<file path="config.mk">
export PLATFORM = sky130hd
export DESIGN_NAME = rotate_shift_subtract_alu
export DESIGN_NICKNAME = d
export VERILOG_FILES = /design/src/hw/alu_slice_pkg.sv /design/src/hw/rotate_shift_subtract_alu.sv
export SDC_FILE = /design/constraint.sdc
export NUM_CORES = 1
export LEC_CHECK = 0
export ABC_AREA = 0
export BUFFER_PORTS_ARGS = -buffer_cell sky130_fd_sc_hd__buf_2
export CORE_ASPECT_RATIO = 0.5
export CORE_MARGIN = 2
export CORE_UTILIZATION = 49
export CTS_CLUSTER_SIZE = 10
export DETAILED_ROUTE_END_ITERATION = 12
export PLACE_DENSITY = 0.74
export SETUP_SLACK_MARGIN = 0.1
export SLEW_MARGIN = 20
export SYNTH_ARGS = -nofsm -noshare
export SYNTH_HDL_FRONTEND = slang
export SYNTH_SLANG_ARGS = --single-unit
</file>
<file path="constraint.sdc">
create_clock -name clk_sys -period 3.93 [get_ports clk_sys]
set_input_delay 0.786 -clock clk_sys [delete_from_list [all_inputs] [get_ports clk_sys]]
set_output_delay 0.786 -clock clk_sys [all_outputs]
set_load 0.03 [all_outputs]
</file>
<file path="src/hw/alu_slice_pkg.sv">
package alu_slice_pkg;

	// Opcodes of the slice
	localparam logic [7:0] OP_ROT_PLAIN_R   = 8'hE0;
	localparam logic [7:0] OP_ROT_PLAIN_IR  = 8'hE1;
	localparam logic [7:0] OP_ROT_CY_R      = 8'hC0;
	localparam logic [7:0] OP_ROT_CY_IR     = 8'hC1;
	localparam logic [7:0] OP_ASHIFT_R      = 8'hD0;
	localparam logic [7:0] OP_ASHIFT_IR     = 8'hD1;
	localparam logic [7:0] OP_SWAP_R        = 8'hF0;
	localparam logic [7:0] OP_SWAP_IR       = 8'hF1;
	localparam logic [7:0] OP_MINUS_LO      = 8'h22;
	localparam logic [7:0] OP_MINUS_HI      = 8'h26;
	localparam logic [7:0] OP_MINUS_CY_LO   = 8'h32;
	localparam logic [7:0] OP_MINUS_CY_HI   = 8'h36;
	localparam logic [7:0] OP_BANK_ZERO     = 8'h4F;
	localparam logic [7:0] OP_BANK_ONE      = 8'h5F;
	localparam logic [7:0] OP_CY_HIGH       = 8'hDF;
	localparam logic [7:0] OP_WIN_PTR_LOAD  = 8'h31;
	localparam logic [7:0] OP_HALT          = 8'h7F;

	// Flag register layout
	localparam int unsigned FLAG_CY   = 7;
	localparam int unsigned FLAG_ZE   = 6;
	localparam int unsigned FLAG_SG   = 5;
	localparam int unsigned FLAG_OV   = 4;
	localparam int unsigned FLAG_DA   = 3;
	localparam int unsigned FLAG_HC   = 2;
	localparam int unsigned FLAG_BANK = 0;

	// Window pointer select codes in source bits 1:0
	localparam logic [1:0] SEL_BOTH  = 2'h0;
	localparam logic [1:0] SEL_PTR_B = 2'h1;
	localparam logic [1:0] SEL_PTR_A = 2'h2;

	// Register port offsets
	localparam logic [3:0] REG_FLAGS  = 4'h0;
	localparam logic [3:0] REG_PTR_A  = 4'h1;
	localparam logic [3:0] REG_PTR_B  = 4'h2;
	localparam logic [3:0] REG_STATUS = 4'h3;
	localparam int unsigned STAT_STOP = 0;

	// Reset values
	localparam logic [7:0] FLAGS_RST = 8'h00;
	localparam logic [7:0] PTR_A_RST = 8'hC0;
	localparam logic [7:0] PTR_B_RST = 8'hC8;

endpackage

</file>
<file path="src/hw/rotate_shift_subtract_alu.sv">
// Added by the designer: the register addresses and the plain strobed port.
`timescale 1ns/10ps

module rotate_shift_subtract_alu
(
	input  wire logic       clk_sys,
	input  wire logic       sys_rst,
	input  wire logic       opValid,
	input  wire logic [7:0] opCode,
	input  wire logic [7:0] dstIn,
	input  wire logic [7:0] srcIn,
	input  wire logic       extIrq,
	input  wire logic [3:0] regAddr,
	input  wire logic [7:0] regWrData,
	input  wire logic       regWrEn,
	input  wire logic       regRdEn,
	output logic      [7:0] regRdData,
	output logic      [7:0] resultData,
	output logic            resultValid,
	output logic      [7:0] flagsOut,
	output logic      [7:0] winPtrA,
	output logic      [7:0] winPtrB,
	output logic            stopMode
);

	typedef struct packed
	{
		logic [7:0] flags;
		logic [7:0] ptrA;
		logic [7:0] ptrB;
		logic       stop;
		logic [7:0] result;
		logic       resValid;
		logic [7:0] rdData;
		logic       irqMeta;
		logic       irqSync;
	} state_s;

	localparam state_s STATE_RST = '{
		flags:    alu_slice_pkg::FLAGS_RST,
		ptrA:     alu_slice_pkg::PTR_A_RST,
		ptrB:     alu_slice_pkg::PTR_B_RST,
		stop:     1'b0,
		result:   8'h00,
		resValid: 1'b0,
		rdData:   8'h00,
		irqMeta:  1'b0,
		irqSync:  1'b0
	};

	state_s     state_q;
	state_s     state_d;
	logic       opGo;
	logic       withCarry;
	logic       borrowIn;
	logic [8:0] diffFull;
	logic [4:0] diffLow;

	assign opGo = opValid && !state_q.stop;

	// Subtract forms: dst + ~src + 1 - borrow, bit 8 is the borrow out
	assign withCarry = (opCode[7:4] == alu_slice_pkg::OP_MINUS_CY_LO[7:4]);
	assign borrowIn  = withCarry && state_q.flags[alu_slice_pkg::FLAG_CY];
	assign diffFull  = {1'b0, dstIn} - {1'b0, srcIn} - {8'h00, borrowIn};
	assign diffLow   = {1'b0, dstIn[3:0]} - {1'b0, srcIn[3:0]} - {4'h0, borrowIn};

	always_comb
	begin
		state_d          = state_q;
		state_d.resValid = 1'b0;
		state_d.rdData   = 8'h00;
		state_d.irqMeta  = extIrq;
		state_d.irqSync  = state_q.irqMeta;

		// Register port; writes are ignored while stopped so state is retained
		if (regWrEn && !state_q.stop)
		begin
			unique case (regAddr)
				alu_slice_pkg::REG_FLAGS: state_d.flags = regWrData;
				alu_slice_pkg::REG_PTR_A: state_d.ptrA  = regWrData;
				alu_slice_pkg::REG_PTR_B: state_d.ptrB  = regWrData;
				default: ;
			endcase
		end
		if (regRdEn)
		begin
			unique case (regAddr)
				alu_slice_pkg::REG_FLAGS:  state_d.rdData = state_q.flags;
				alu_slice_pkg::REG_PTR_A:  state_d.rdData = state_q.ptrA;
				alu_slice_pkg::REG_PTR_B:  state_d.rdData = state_q.ptrB;
				alu_slice_pkg::REG_STATUS: state_d.rdData = {7'h00, state_q.stop};
				default:                   state_d.rdData = 8'h00;
			endcase
		end

		if (state_q.stop)
		begin
			if (state_q.irqSync)
				state_d.stop = 1'b0;
		end
		else if (opValid)
		begin
			unique case (opCode) inside
				alu_slice_pkg::OP_ROT_PLAIN_R, alu_slice_pkg::OP_ROT_PLAIN_IR:
				begin
					state_d.result = {dstIn[0], dstIn[7:1]};
					state_d.resValid = 1'b1;
					state_d.flags[alu_slice_pkg::FLAG_CY] = dstIn[0];
					state_d.flags[alu_slice_pkg::FLAG_ZE] = ({dstIn[0], dstIn[7:1]} == 8'h00);
					state_d.flags[alu_slice_pkg::FLAG_SG] = dstIn[0];
					state_d.flags[alu_slice_pkg::FLAG_OV] = dstIn[7] ^ dstIn[0];
				end
				alu_slice_pkg::OP_ROT_CY_R, alu_slice_pkg::OP_ROT_CY_IR:
				begin
					state_d.result = {state_q.flags[alu_slice_pkg::FLAG_CY], dstIn[7:1]};
					state_d.resValid = 1'b1;
					state_d.flags[alu_slice_pkg::FLAG_CY] = dstIn[0];
					state_d.flags[alu_slice_pkg::FLAG_ZE] =
						({state_q.flags[alu_slice_pkg::FLAG_CY], dstIn[7:1]} == 8'h00);
					state_d.flags[alu_slice_pkg::FLAG_SG] = state_q.flags[alu_slice_pkg::FLAG_CY];
					state_d.flags[alu_slice_pkg::FLAG_OV] =
						dstIn[7] ^ state_q.flags[alu_slice_pkg::FLAG_CY];
				end
				alu_slice_pkg::OP_ASHIFT_R, alu_slice_pkg::OP_ASHIFT_IR:
				begin
					state_d.result = {dstIn[7], dstIn[7:1]};
					state_d.resValid = 1'b1;
					state_d.flags[alu_slice_pkg::FLAG_CY] = dstIn[0];
					state_d.flags[alu_slice_pkg::FLAG_ZE] = (dstIn[7:1] == 7'h00);
					state_d.flags[alu_slice_pkg::FLAG_SG] = dstIn[7];
					state_d.flags[alu_slice_pkg::FLAG_OV] = 1'b0;
				end
				alu_slice_pkg::OP_SWAP_R, alu_slice_pkg::OP_SWAP_IR:
				begin
					// Carry and overflow are undefined; they keep their old value
					state_d.result = {dstIn[3:0], dstIn[7:4]};
					state_d.resValid = 1'b1;
					state_d.flags[alu_slice_pkg::FLAG_ZE] = (dstIn == 8'h00);
					state_d.flags[alu_slice_pkg::FLAG_SG] = dstIn[3];
				end
				[alu_slice_pkg::OP_MINUS_LO : alu_slice_pkg::OP_MINUS_HI],
				[alu_slice_pkg::OP_MINUS_CY_LO : alu_slice_pkg::OP_MINUS_CY_HI]:
				begin
					state_d.result = diffFull[7:0];
					state_d.resValid = 1'b1;
					state_d.flags[alu_slice_pkg::FLAG_CY] = diffFull[8];
					state_d.flags[alu_slice_pkg::FLAG_ZE] = (diffFull[7:0] == 8'h00);
					state_d.flags[alu_slice_pkg::FLAG_SG] = diffFull[7];
					state_d.flags[alu_slice_pkg::FLAG_OV] =
						(dstIn[7] != srcIn[7]) && (diffFull[7] == srcIn[7]);
					state_d.flags[alu_slice_pkg::FLAG_DA] = 1'b1;
					state_d.flags[alu_slice_pkg::FLAG_HC] = diffLow[4];
				end
				alu_slice_pkg::OP_BANK_ZERO:
					state_d.flags[alu_slice_pkg::FLAG_BANK] = 1'b0;
				alu_slice_pkg::OP_BANK_ONE:
					state_d.flags[alu_slice_pkg::FLAG_BANK] = 1'b1;
				alu_slice_pkg::OP_CY_HIGH:
					state_d.flags[alu_slice_pkg::FLAG_CY] = 1'b1;
				alu_slice_pkg::OP_WIN_PTR_LOAD:
				begin
					unique case (srcIn[1:0])
						alu_slice_pkg::SEL_PTR_A:
							state_d.ptrA[7:3] = srcIn[7:3];
						alu_slice_pkg::SEL_PTR_B:
							state_d.ptrB[7:3] = srcIn[7:3];
						alu_slice_pkg::SEL_BOTH:
						begin
							state_d.ptrA[7:3] = {srcIn[7:4], 1'b0};
							state_d.ptrB[7:3] = {srcIn[7:4], 1'b1};
						end
						default: ;
					endcase
				end
				alu_slice_pkg::OP_HALT:
					state_d.stop = 1'b1;
				default: ;
			endcase
		end
	end

	// Destination and flags register in one edge
	always_ff @(posedge clk_sys)
	begin
		if (sys_rst)
			state_q <= STATE_RST;
		else
			state_q <= state_d;
	end

	assign regRdData   = state_q.rdData;
	assign resultData  = state_q.result;
	assign resultValid = state_q.resValid;
	assign flagsOut    = state_q.flags;
	assign winPtrA     = state_q.ptrA;
	assign winPtrB     = state_q.ptrB;
	assign stopMode    = state_q.stop;
endmodule

</file>
# After elaboration in Yosys (flattened, before gate mapping)
# Cells that the tools add are included.
dict set report word_totals {
  reg_bits 44
  in_bits 42
  output_inout_bits 42
  elab_cells 97
}
dict set report op_classes {
  addsub 4
  order_cmp 4
  n_eq_ne 21
  muxes 25
  n_bitwise 5
  reduce_logical 26
}
# operator n
set op_table {}
lappend op_table {{8-bit == test, second input constant} 9}
lappend op_table {{9-bit case mux with 5 select lines} 1}
lappend op_table {{8-bit zero test} 4}
lappend op_table {{8-bit case mux with 4 select lines} 1}
lappend op_table {{8-bit by 7-bit == test with 1-bit output, second input constant} 3}
lappend op_table {{24-bit two-way mux} 1}
lappend op_table {{6-bit two-way mux} 4}
lappend op_table {{8-bit two-way mux} 3}
lappend op_table {{5-bit two-way mux} 4}
lappend op_table {{5-bit case mux with 2 select lines} 2}
lappend op_table {{8-bit by 6-bit >= comparator with 1-bit output, second input constant} 2}
lappend op_table {{8-bit by 6-bit <= comparator with 1-bit output, second input constant} 2}
lappend op_table {{4-bit by 2-bit == test with 1-bit output, second input constant} 3}
lappend op_table {{2-bit OR reduction} 6}
lappend op_table {{10-bit two-way mux} 1}
lappend op_table {{2-bit case mux with 5 select lines} 1}
lappend op_table {{8-bit by 8-bit subtractor with 9-bit output} 1}
lappend op_table {{9-bit by 1-bit subtractor with 9-bit output} 1}
lappend op_table {{8-bit by 6-bit == test with 1-bit output, second input constant} 1}
lappend op_table {{7-bit zero test} 1}
lappend op_table {{2-bit AND reduction} 3}
lappend op_table {{6-bit OR reduction} 1}
lappend op_table {{1-bit logical AND} 5}
lappend op_table {{5-bit nonzero test} 1}
lappend op_table {{other kinds (19)} 24}

# Longest topological paths before layout
# Gate-level depths: netlist of the first run.
dict set report logic_depth {
  ltp_word 8
  depth_mapped 13
  ltp_nobuf 12
}

# Worst setup path after synthesis of the first run
# No wires, ideal clock.
dict set report synth_path {
  kind {input-to-reg}
  start {input port opCode[4]}
  end {register state_q (netlist bit resultData[6])}
  setup_ps 131
  arrival_time_ps 3448
  required_ps 3799
  slack_ps 351
  stages 12
  n_path_buf 1
  cell_sequence {clkbuf_2 -> nand2_1 -> nor3_1 -> nand2_1 -> fa_1 -> fa_1 -> nand2b_1 -> a2111oi_0 -> nor2_1 -> xor2_1 -> a221oi_1 -> nor3_1}
}
dict set report synth_via {
  elab_chain_cells 5
  elab_cells_between_ends 25
  cone_classes {add/sub: 1; order compare: 4; eq/ne: 9; mux: 1; reduce/logical: 10}
}
# item line_no
set synth_lines {}
lappend synth_lines {{from (decl)} rotate_shift_subtract_alu.sv:9} ;# input wire logic [7:0] opCode,
lappend synth_lines {{branches (longest 5 deep; another with 9-bit by 1-bit subtractor with 9-bit output)} --}
lappend synth_lines {{to (signal assigned)} rotate_shift_subtract_alu.sv:188} ;# state_q <= state_d;
lappend synth_lines {{to (decl)} rotate_shift_subtract_alu.sv:51} ;# state_s state_q;
# Parallel ways; which one is timed is not known.
# A chain may end at the register's enable or synchronous reset.

# Worst setup path in the final report of the first run
dict set report layout_path {
  start {input port opCode[5]}
  end {register state_q (netlist bit resultData[6])}
}
# Same word-level chain as after synthesis.

==> run metrics, run 1 <==
status=finished, final reports clean; total negative slack=0 ns; I/O pin cnt=84; main area contributors after synthesis=sky130_fd_sc_hd__dfxtp_1, sky130_fd_sc_hd__mux2i_1, sky130_fd_sc_hd__buf_4, sky130_fd_sc_hd__nor2_1, sky130_fd_sc_hd__ha_1; # Max-Cap Violations=0; Yosys cell types=54; insertion delay of the later-clocked pin in the worst-skew pair=roughly 0.29 ns; hold violation count in the final report=0; starting utilization of the core area=0.506; Design Area, Final=3420 sq um; Final setup violation count=0; final critical-path setup slack=0.433 ns; number of remaining DRC errors=0; Mapped Nets=428; post-synth design cell area=3070 sq um; dpl ws=about 0.19 ns; setup repair bufs after CTS=0; First DRT Iteration DRCs=196; overall power after layout=approximately 1.2 mW; worst hold slack after final layout=0.457 ns; number of storage elements in the synthesis netlist=44; share of the synthesized area in the top cell type=0.287; sequential area share after synthesis=0.287; overall overflow remaining after global route=0; final worst path period need=3.50 ns; width of the chip=116 um; antenna violations before repair=0; RR Startpoint=flagsOut[7]; flop-to-flop setup slack=0.96 ns; routed via count divided by cell count=roughly 5.4; site row count=20; switching share of power=0.276; global-route usage over all layers=0.227; Pins Over Slew Limit=0; CTS Buffer Depth=2; depth of the worst hold-timing path=1; count of flip-flops with a built-in enable after synthesis=0; peak clock frequency supported by timing=286 MHz; maximum number of pins on one net before global-route repair=41; number of buffers added on ports=83; proportion of synthesized flip-flops having asynchronous set or reset=0; CP max FO=9; number of placed instances with taps included=roughly 500; Routability Congestion=0.961; worst clock skew on the final layout=0.00398 ns; share of post-route cells with drive strength above 1=0.264; Static Leak=1.61 nW; part of the power in registers=0.385; most repeated cell in the gate-level netlist after synthesis=sky130_fd_sc_hd__nor2_1; wire length per cell after detailed routing=roughly 15 um; commonest cells in the synthesized netlist=sky130_fd_sc_hd__nor2_1, sky130_fd_sc_hd__dfxtp_1, sky130_fd_sc_hd__buf_4, sky130_fd_sc_hd__mux2i_1, sky130_fd_sc_hd__a21oi_1; placeable core region=6060 sq um; vias in the first global route=between 2000 and 2500; period utilisation layout=0.890; vias after detailed routing=2682; slew at the pin closest to its max-slew limit=around 0.76 ns; critical path endpoint category=flop; Int Power=0.866 mW; category of the worst setup path launch point=input pin; number of buffers added to fix hold violations after cts=0; Hold Path Origin=state_d[0]; end of the worst register-to-register path=resultData[6]; area enclosed by the die boundary=around 6900 sq um; wire length of the first global-routing pass=11900 um; die outline height=around 60 um; Synth warnings=0; cell count after synthesis=370; fraction of the core area covered by cells at the end of the flow=0.565; placed cell area=3250 sq um; data required time of the worst path=4.07 ns; # fillers=613; headroom to the max-slew limit=0.493; Post-layout nets=466; Mean Syn Cell Area=approximately 8.3 sq um; unrepaired setup endpoints after global routing=false; cell depth of the worst flop-to-flop path=9; Setup Crit Path Kind=input pin to flop; post_cts resized=0; number of sinks on the clock net=44; maximum ir drop on the vdd rail=~170 uV; post-CTS clock slew at the launch and capture registers of the worst setup and hold paths=approximately 0.060 ns; Pwr per Cell Area=349 nW/um^2; total routed wirelength=7520 um; root buffer cell=sky130_fd_sc_hd__clkbuf_16; combinational fraction of design power=0.202; HPWL after detailed placement=5720 um; non-filler instance count after layout=497; P&R area growth vs syn=11.7%; maximum level of the CTS H-tree=2; total clock buffers created by CTS=5; type of the worst min-delay path=flop to flop; number of antenna-violating nets in the routed design=0; Sw Pwr=0.330 mW; count of TritonRoute iterations in the first routing pass=4; hold endpoint=state_q[0]; Post-synth top flop=sky130_fd_sc_hd__dfxtp_1; TritonCTS clock tree=built; portion of total power attributed to the clock network=0.413; Synth area leader=sky130_fd_sc_hd__dfxtp_1; data arrival time of the worst path=3.64 ns; n_diodes=0
## cells by family after synthesis
group | after synthesis | synth area share
adder cells (fa/ha/maj) | 16 | 0.0702
multiplexers | 37 | 0.128
XOR/XNOR | 11 | 0.0314
buffers and inverters | 77 | 0.148
AND/OR/NAND/NOR | 120 | 0.189
flip-flops | 44 | 0.287
AO/OA/AOI/OAI | 65 | 0.146
## power by group through the flow
stage | registers, mW | logic (mW) | clock network, mW
3_5_place_dp | 0.470 | 0.235 | 0
5_1_grt | 0.461 | 0.265 | 0.522
3_3_place_gp | 0.470 | 0.234 | 0
2_1_floorplan | 0.469 | 0.173 | 0
4_1_cts | 0.460 | 0.239 | 0.500
6_report | 0.460 | 0.241 | 0.495
## per-layer routing
layer / up-vias / share of wire / track usage
li1: 1323 / - / -
met1: 1247 / 0.47 / 0.308
met2: 104 / 0.44 / 0.366
met3: 8 / 0.083 / 0.0690
met4: 0 / 0.0084 / 0.0391
met5: - / 0 / 0
## cell type report
cell class	count	area [sq um]	area share
repair buffers	87	445	0.130
clock buffers	6	139	0.0406
multi-input cells	249	1730	0.505
inverters	21	78.8	0.0230
well taps	88	110	0.0322
clock inverters	2	38.8	0.0113
flip-flops and latches	44	881	0.257
## worst max-delay path by stage
stage               startpoint             to  slack, ns  depth (start not counted)
floorplan            opCode[4]  resultData[6]       0.35                         12
global placement     opCode[5]  resultData[6]       0.22                         12
detailed placement   opCode[5]  resultData[6]       0.19                         12
CTS                  opCode[5]  resultData[6]       0.48                         12
global route         opCode[5]  resultData[6]       0.22                         12
finish               opCode[5]  resultData[6]       0.43                         12
## worst max-delay path, cell delays in order
cell and delay, ns:
sky130_fd_sc_hd__buf_2 0.16, sky130_fd_sc_hd__nand2_1 0.09, sky130_fd_sc_hd__nor3_1 0.26, sky130_fd_sc_hd__nand2_1 0.11, sky130_fd_sc_hd__fa_1 0.42, sky130_fd_sc_hd__fa_1 0.42
sky130_fd_sc_hd__nand2b_1 0.17, sky130_fd_sc_hd__a2111oi_0 0.53, sky130_fd_sc_hd__nor2_1 0.12, sky130_fd_sc_hd__xor2_1 0.19, sky130_fd_sc_hd__a221oi_1 0.30, sky130_fd_sc_hd__nor3_1 0.08
## registers in the layout, summed over array words and instances (netlist names)
signal / count
resultData: 8
resultValid: 1
state_q: 1
state_d: 1
winPtrA: 8
flagsOut: 8
regRdData: 8
stopMode: 1
winPtrB: 8
## cell usage in the layout (no fill, tap or decap), types with 2 or more instances in the layout
cell                        count
sky130_fd_sc_hd__a2111oi_0      3
sky130_fd_sc_hd__a211o_1        2
sky130_fd_sc_hd__a211oi_1      11
sky130_fd_sc_hd__a21o_1         2
sky130_fd_sc_hd__a21oi_1       24
sky130_fd_sc_hd__a221oi_1       2
sky130_fd_sc_hd__a31oi_1        2
sky130_fd_sc_hd__and3_1         2
sky130_fd_sc_hd__buf_2         83
sky130_fd_sc_hd__buf_4          4
sky130_fd_sc_hd__clkbuf_16      5
sky130_fd_sc_hd__dfxtp_1       44
sky130_fd_sc_hd__fa_1           2
sky130_fd_sc_hd__ha_1          14
sky130_fd_sc_hd__inv_1         21
sky130_fd_sc_hd__mux2_2         5
sky130_fd_sc_hd__mux2i_1       31
sky130_fd_sc_hd__nand2_1       18
sky130_fd_sc_hd__nand2b_1       8
sky130_fd_sc_hd__nand3_1        6
sky130_fd_sc_hd__nand3b_1       3
sky130_fd_sc_hd__nor2_1        52
sky130_fd_sc_hd__nor2b_1        6
sky130_fd_sc_hd__nor3_1         9
sky130_fd_sc_hd__nor4_1         4
sky130_fd_sc_hd__o21ai_0        6
sky130_fd_sc_hd__o21bai_1       2
sky130_fd_sc_hd__o31ai_1        2
sky130_fd_sc_hd__or3_1          2
sky130_fd_sc_hd__xnor2_1        8
sky130_fd_sc_hd__xor2_1         3
No activity file was read; power rests on OpenSTA's default activity.
==> run 2: changes to the inputs <==
--- a/config.mk
+++ b/config.mk
@@ -7,12 +7,14 @@
 export LEC_CHECK = 0
 export ABC_AREA = 0
 export BUFFER_PORTS_ARGS = -buffer_cell sky130_fd_sc_hd__buf_2
+export CELL_PAD_IN_SITES_DETAIL_PLACEMENT = 0
+export CELL_PAD_IN_SITES_GLOBAL_PLACEMENT = 1
 export CORE_ASPECT_RATIO = 0.5
 export CORE_MARGIN = 2
-export CORE_UTILIZATION = 49
+export CORE_UTILIZATION = 39
 export CTS_CLUSTER_SIZE = 10
 export DETAILED_ROUTE_END_ITERATION = 12
-export PLACE_DENSITY = 0.74
+export PLACE_DENSITY = 0.8
 export SETUP_SLACK_MARGIN = 0.1
 export SLEW_MARGIN = 20
 export SYNTH_ARGS = -nofsm -noshare
==> run 2 against run 1 <==
  * Global-route usage fell by 3.4 points
  * Highest routed layer unchanged
  * Critical path type unchanged
  * Core utilization fell by 11 points
  * Combinational power about the same
  * Routed wire length grew 7.4%
==> run metrics, run 2 (synthesis results as in run 1) <==
Post-layout nets=467 (was 466); worst clock skew on the final layout=0.00599 ns (was 0.00398 ns); vias after detailed routing=2613 (was 2682); final worst path period need=3.49 ns (was 3.50 ns); HPWL after detailed placement=6190 um (was 5720 um); hold violation count in the final report=0 (unchanged); die outline height=66.7 um (was 59.9 um); overall overflow remaining after global route=0 (unchanged); type of the worst min-delay path=flop to flop (unchanged); headroom to the max-slew limit=0.478 (was 0.493); worst hold slack after final layout=0.444 ns (was 0.457 ns); number of sinks on the clock net=44 (unchanged); maximum level of the CTS H-tree=2 (unchanged); slew at the pin closest to its max-slew limit=0.782 ns (was 0.760 ns); area enclosed by the die boundary=8630 sq um (was 6940 sq um); commonest non-fill, non-tap cells in the layout=sky130_fd_sc_hd__buf_2, sky130_fd_sc_hd__nor2_1, sky130_fd_sc_hd__dfxtp_1 (unchanged); Static Leak=1.60 nW (was 1.61 nW); I/O pin cnt=84 (unchanged); number of placed instances with taps included=510 (was 489); TritonCTS clock tree=built (unchanged); post-CTS clock slew at the launch and capture registers of the worst setup and hold paths=0.06 ns (about the same); root buffer cell=sky130_fd_sc_hd__clkbuf_16 (unchanged); insertion delay of the later-clocked pin in the worst-skew pair=0.28 ns (was 0.29 ns); wire length per cell after detailed routing=15.6 um (was 15.1 um); placed cell area=3280 sq um (was 3250 sq um); Pwr per Cell Area=329 nW/um^2 (was 349 nW/um^2); total negative slack=0 ns (unchanged); number of buffers added on ports=83 (unchanged); Pins Over Slew Limit=0 (unchanged); total clock buffers created by CTS=5 (unchanged); data required time of the worst path=4.06 ns (was 4.07 ns); Setup Crit Path Kind=input pin to flop (unchanged); maximum ir drop on the vdd rail=147 uV (was 172 uV); critical path endpoint category=flop (unchanged); number of remaining DRC errors=0 (unchanged); Design Area, Final=3430 sq um (was 3420 sq um); number of buffers added to fix hold violations after cts=0 (unchanged); category of the worst setup path launch point=input pin (unchanged); global-route usage over all layers=0.194 (was 0.227); # Max-Cap Violations=0 (unchanged); setup repair bufs after CTS=0 (unchanged); number of antenna-violating nets in the routed design=0 (unchanged); Routability Congestion=0.984 (was 0.961); placeable core region=7460 sq um (was 6060 sq um); wire length of the first global-routing pass=12900 um (was 11900 um); routed via count divided by cell count=5.04 (was 5.40); period utilisation layout=0.889 (was 0.890); n_diodes=0 (unchanged); width of the chip=129 um (was 116 um); antenna violations before repair=0 (unchanged); status=finished, final reports clean (unchanged); First DRT Iteration DRCs=146 (was 196); non-filler instance count after layout=518 (was 497); starting utilization of the core area=0.411 (was 0.506); unrepaired setup endpoints after global routing=false (unchanged); peak clock frequency supported by timing=286 MHz (about the same); Final setup violation count=0 (unchanged); data arrival time of the worst path=3.63 ns (was 3.64 ns); vias in the first global route=2445 (was 2351); share of post-route cells with drive strength above 1=0.266 (was 0.264); most common cell after layout, fill and taps aside=sky130_fd_sc_hd__buf_2 (unchanged); site row count=22 (was 20); maximum number of pins on one net before global-route repair=41 (unchanged); CP max FO=9 (unchanged); P&R area growth vs syn=12.0% (was 11.7%); total routed wirelength=8080 um (was 7520 um); CTS Buffer Depth=2 (unchanged); post_cts resized=0 (unchanged); count of TritonRoute iterations in the first routing pass=4 (unchanged)
==> run 2: cell types whose count changed in the layout (fill, tap and decap cells not counted), sizes merged <==
cell,before,now
buf,87,88
bufinv,1,0
clkbuf,6,7
clkinv,1,0
clkinvlp,0,1
==> run 2: worst paths after layout <==
path / startpoint / end / slack, ns / depth (start not counted)
hold reg to reg: state_d[0] / state_q[0] / 0.44 / 1
hold / removal: state_d[0] / state_q[0] / 0.44 / 1
setup reg to reg: flagsOut[7] / resultData[6] / 0.95 / 10
setup / recovery: opCode[5] / resultData[6] / 0.44 / 13
==> run 2: layer usage <==
metal | vias up | GRT usage | part of all wire
li1 | 1324 | - | -
met1 | 1210 | 0.277 | 0.50
met2 | 75 | 0.303 | 0.43
met3 | 4 | 0.0394 | 0.060
met4 | 0 | 0.0340 | 0.0066
met5 | - | 0 | 0
==> run 2: layout make-up <==
class | instances | area [sq um]
Sequential cell | 44 | 881
Multi-Input combinational cell | 249 | 1740
Tap cell | 108 | 135
Timing Repair Buffer | 88 | 453
Clock buffer | 7 | 143
Fill cell | 800 | 4030
Clock inverter | 1 | 7.51
Inverter | 21 | 78.8
==> run 2: critical path, cell delays in order <==
cell	delay, ns
sky130_fd_sc_hd__buf_2	0.18
sky130_fd_sc_hd__nand2_1	0.09
sky130_fd_sc_hd__nor3_1	0.21
sky130_fd_sc_hd__nand2_1	0.10
sky130_fd_sc_hd__fa_1	0.41
sky130_fd_sc_hd__fa_1	0.41
sky130_fd_sc_hd__nand2b_1	0.18
sky130_fd_sc_hd__a2111oi_0	0.45
sky130_fd_sc_hd__buf_4	0.19
sky130_fd_sc_hd__nor2_1	0.05
sky130_fd_sc_hd__xor2_1	0.16
sky130_fd_sc_hd__a221oi_1	0.31
sky130_fd_sc_hd__nor3_1	0.08
==> run 2: report_power, final <==
group	total, mW	switching [mW]	internal [mW]
Sequential	0.460	0.00579	0.455
Combinational	0.243	0.148	0.0945
Clock	0.426	0.173	0.253
Total	1.13	0.327	0.802
==> run 2: metrics by stage <==
stage	total power, mW	worst slack, ns	utilization
6_report	1.13	0.437	0.460
5_1_grt	1.18	0.127	0.460
4_1_cts	1.13	0.452	0.460
3_5_place_dp	0.708	0.161	0.440
3_3_place_gp	0.709	0.217	0.440
2_1_floorplan	0.642	0.351	-
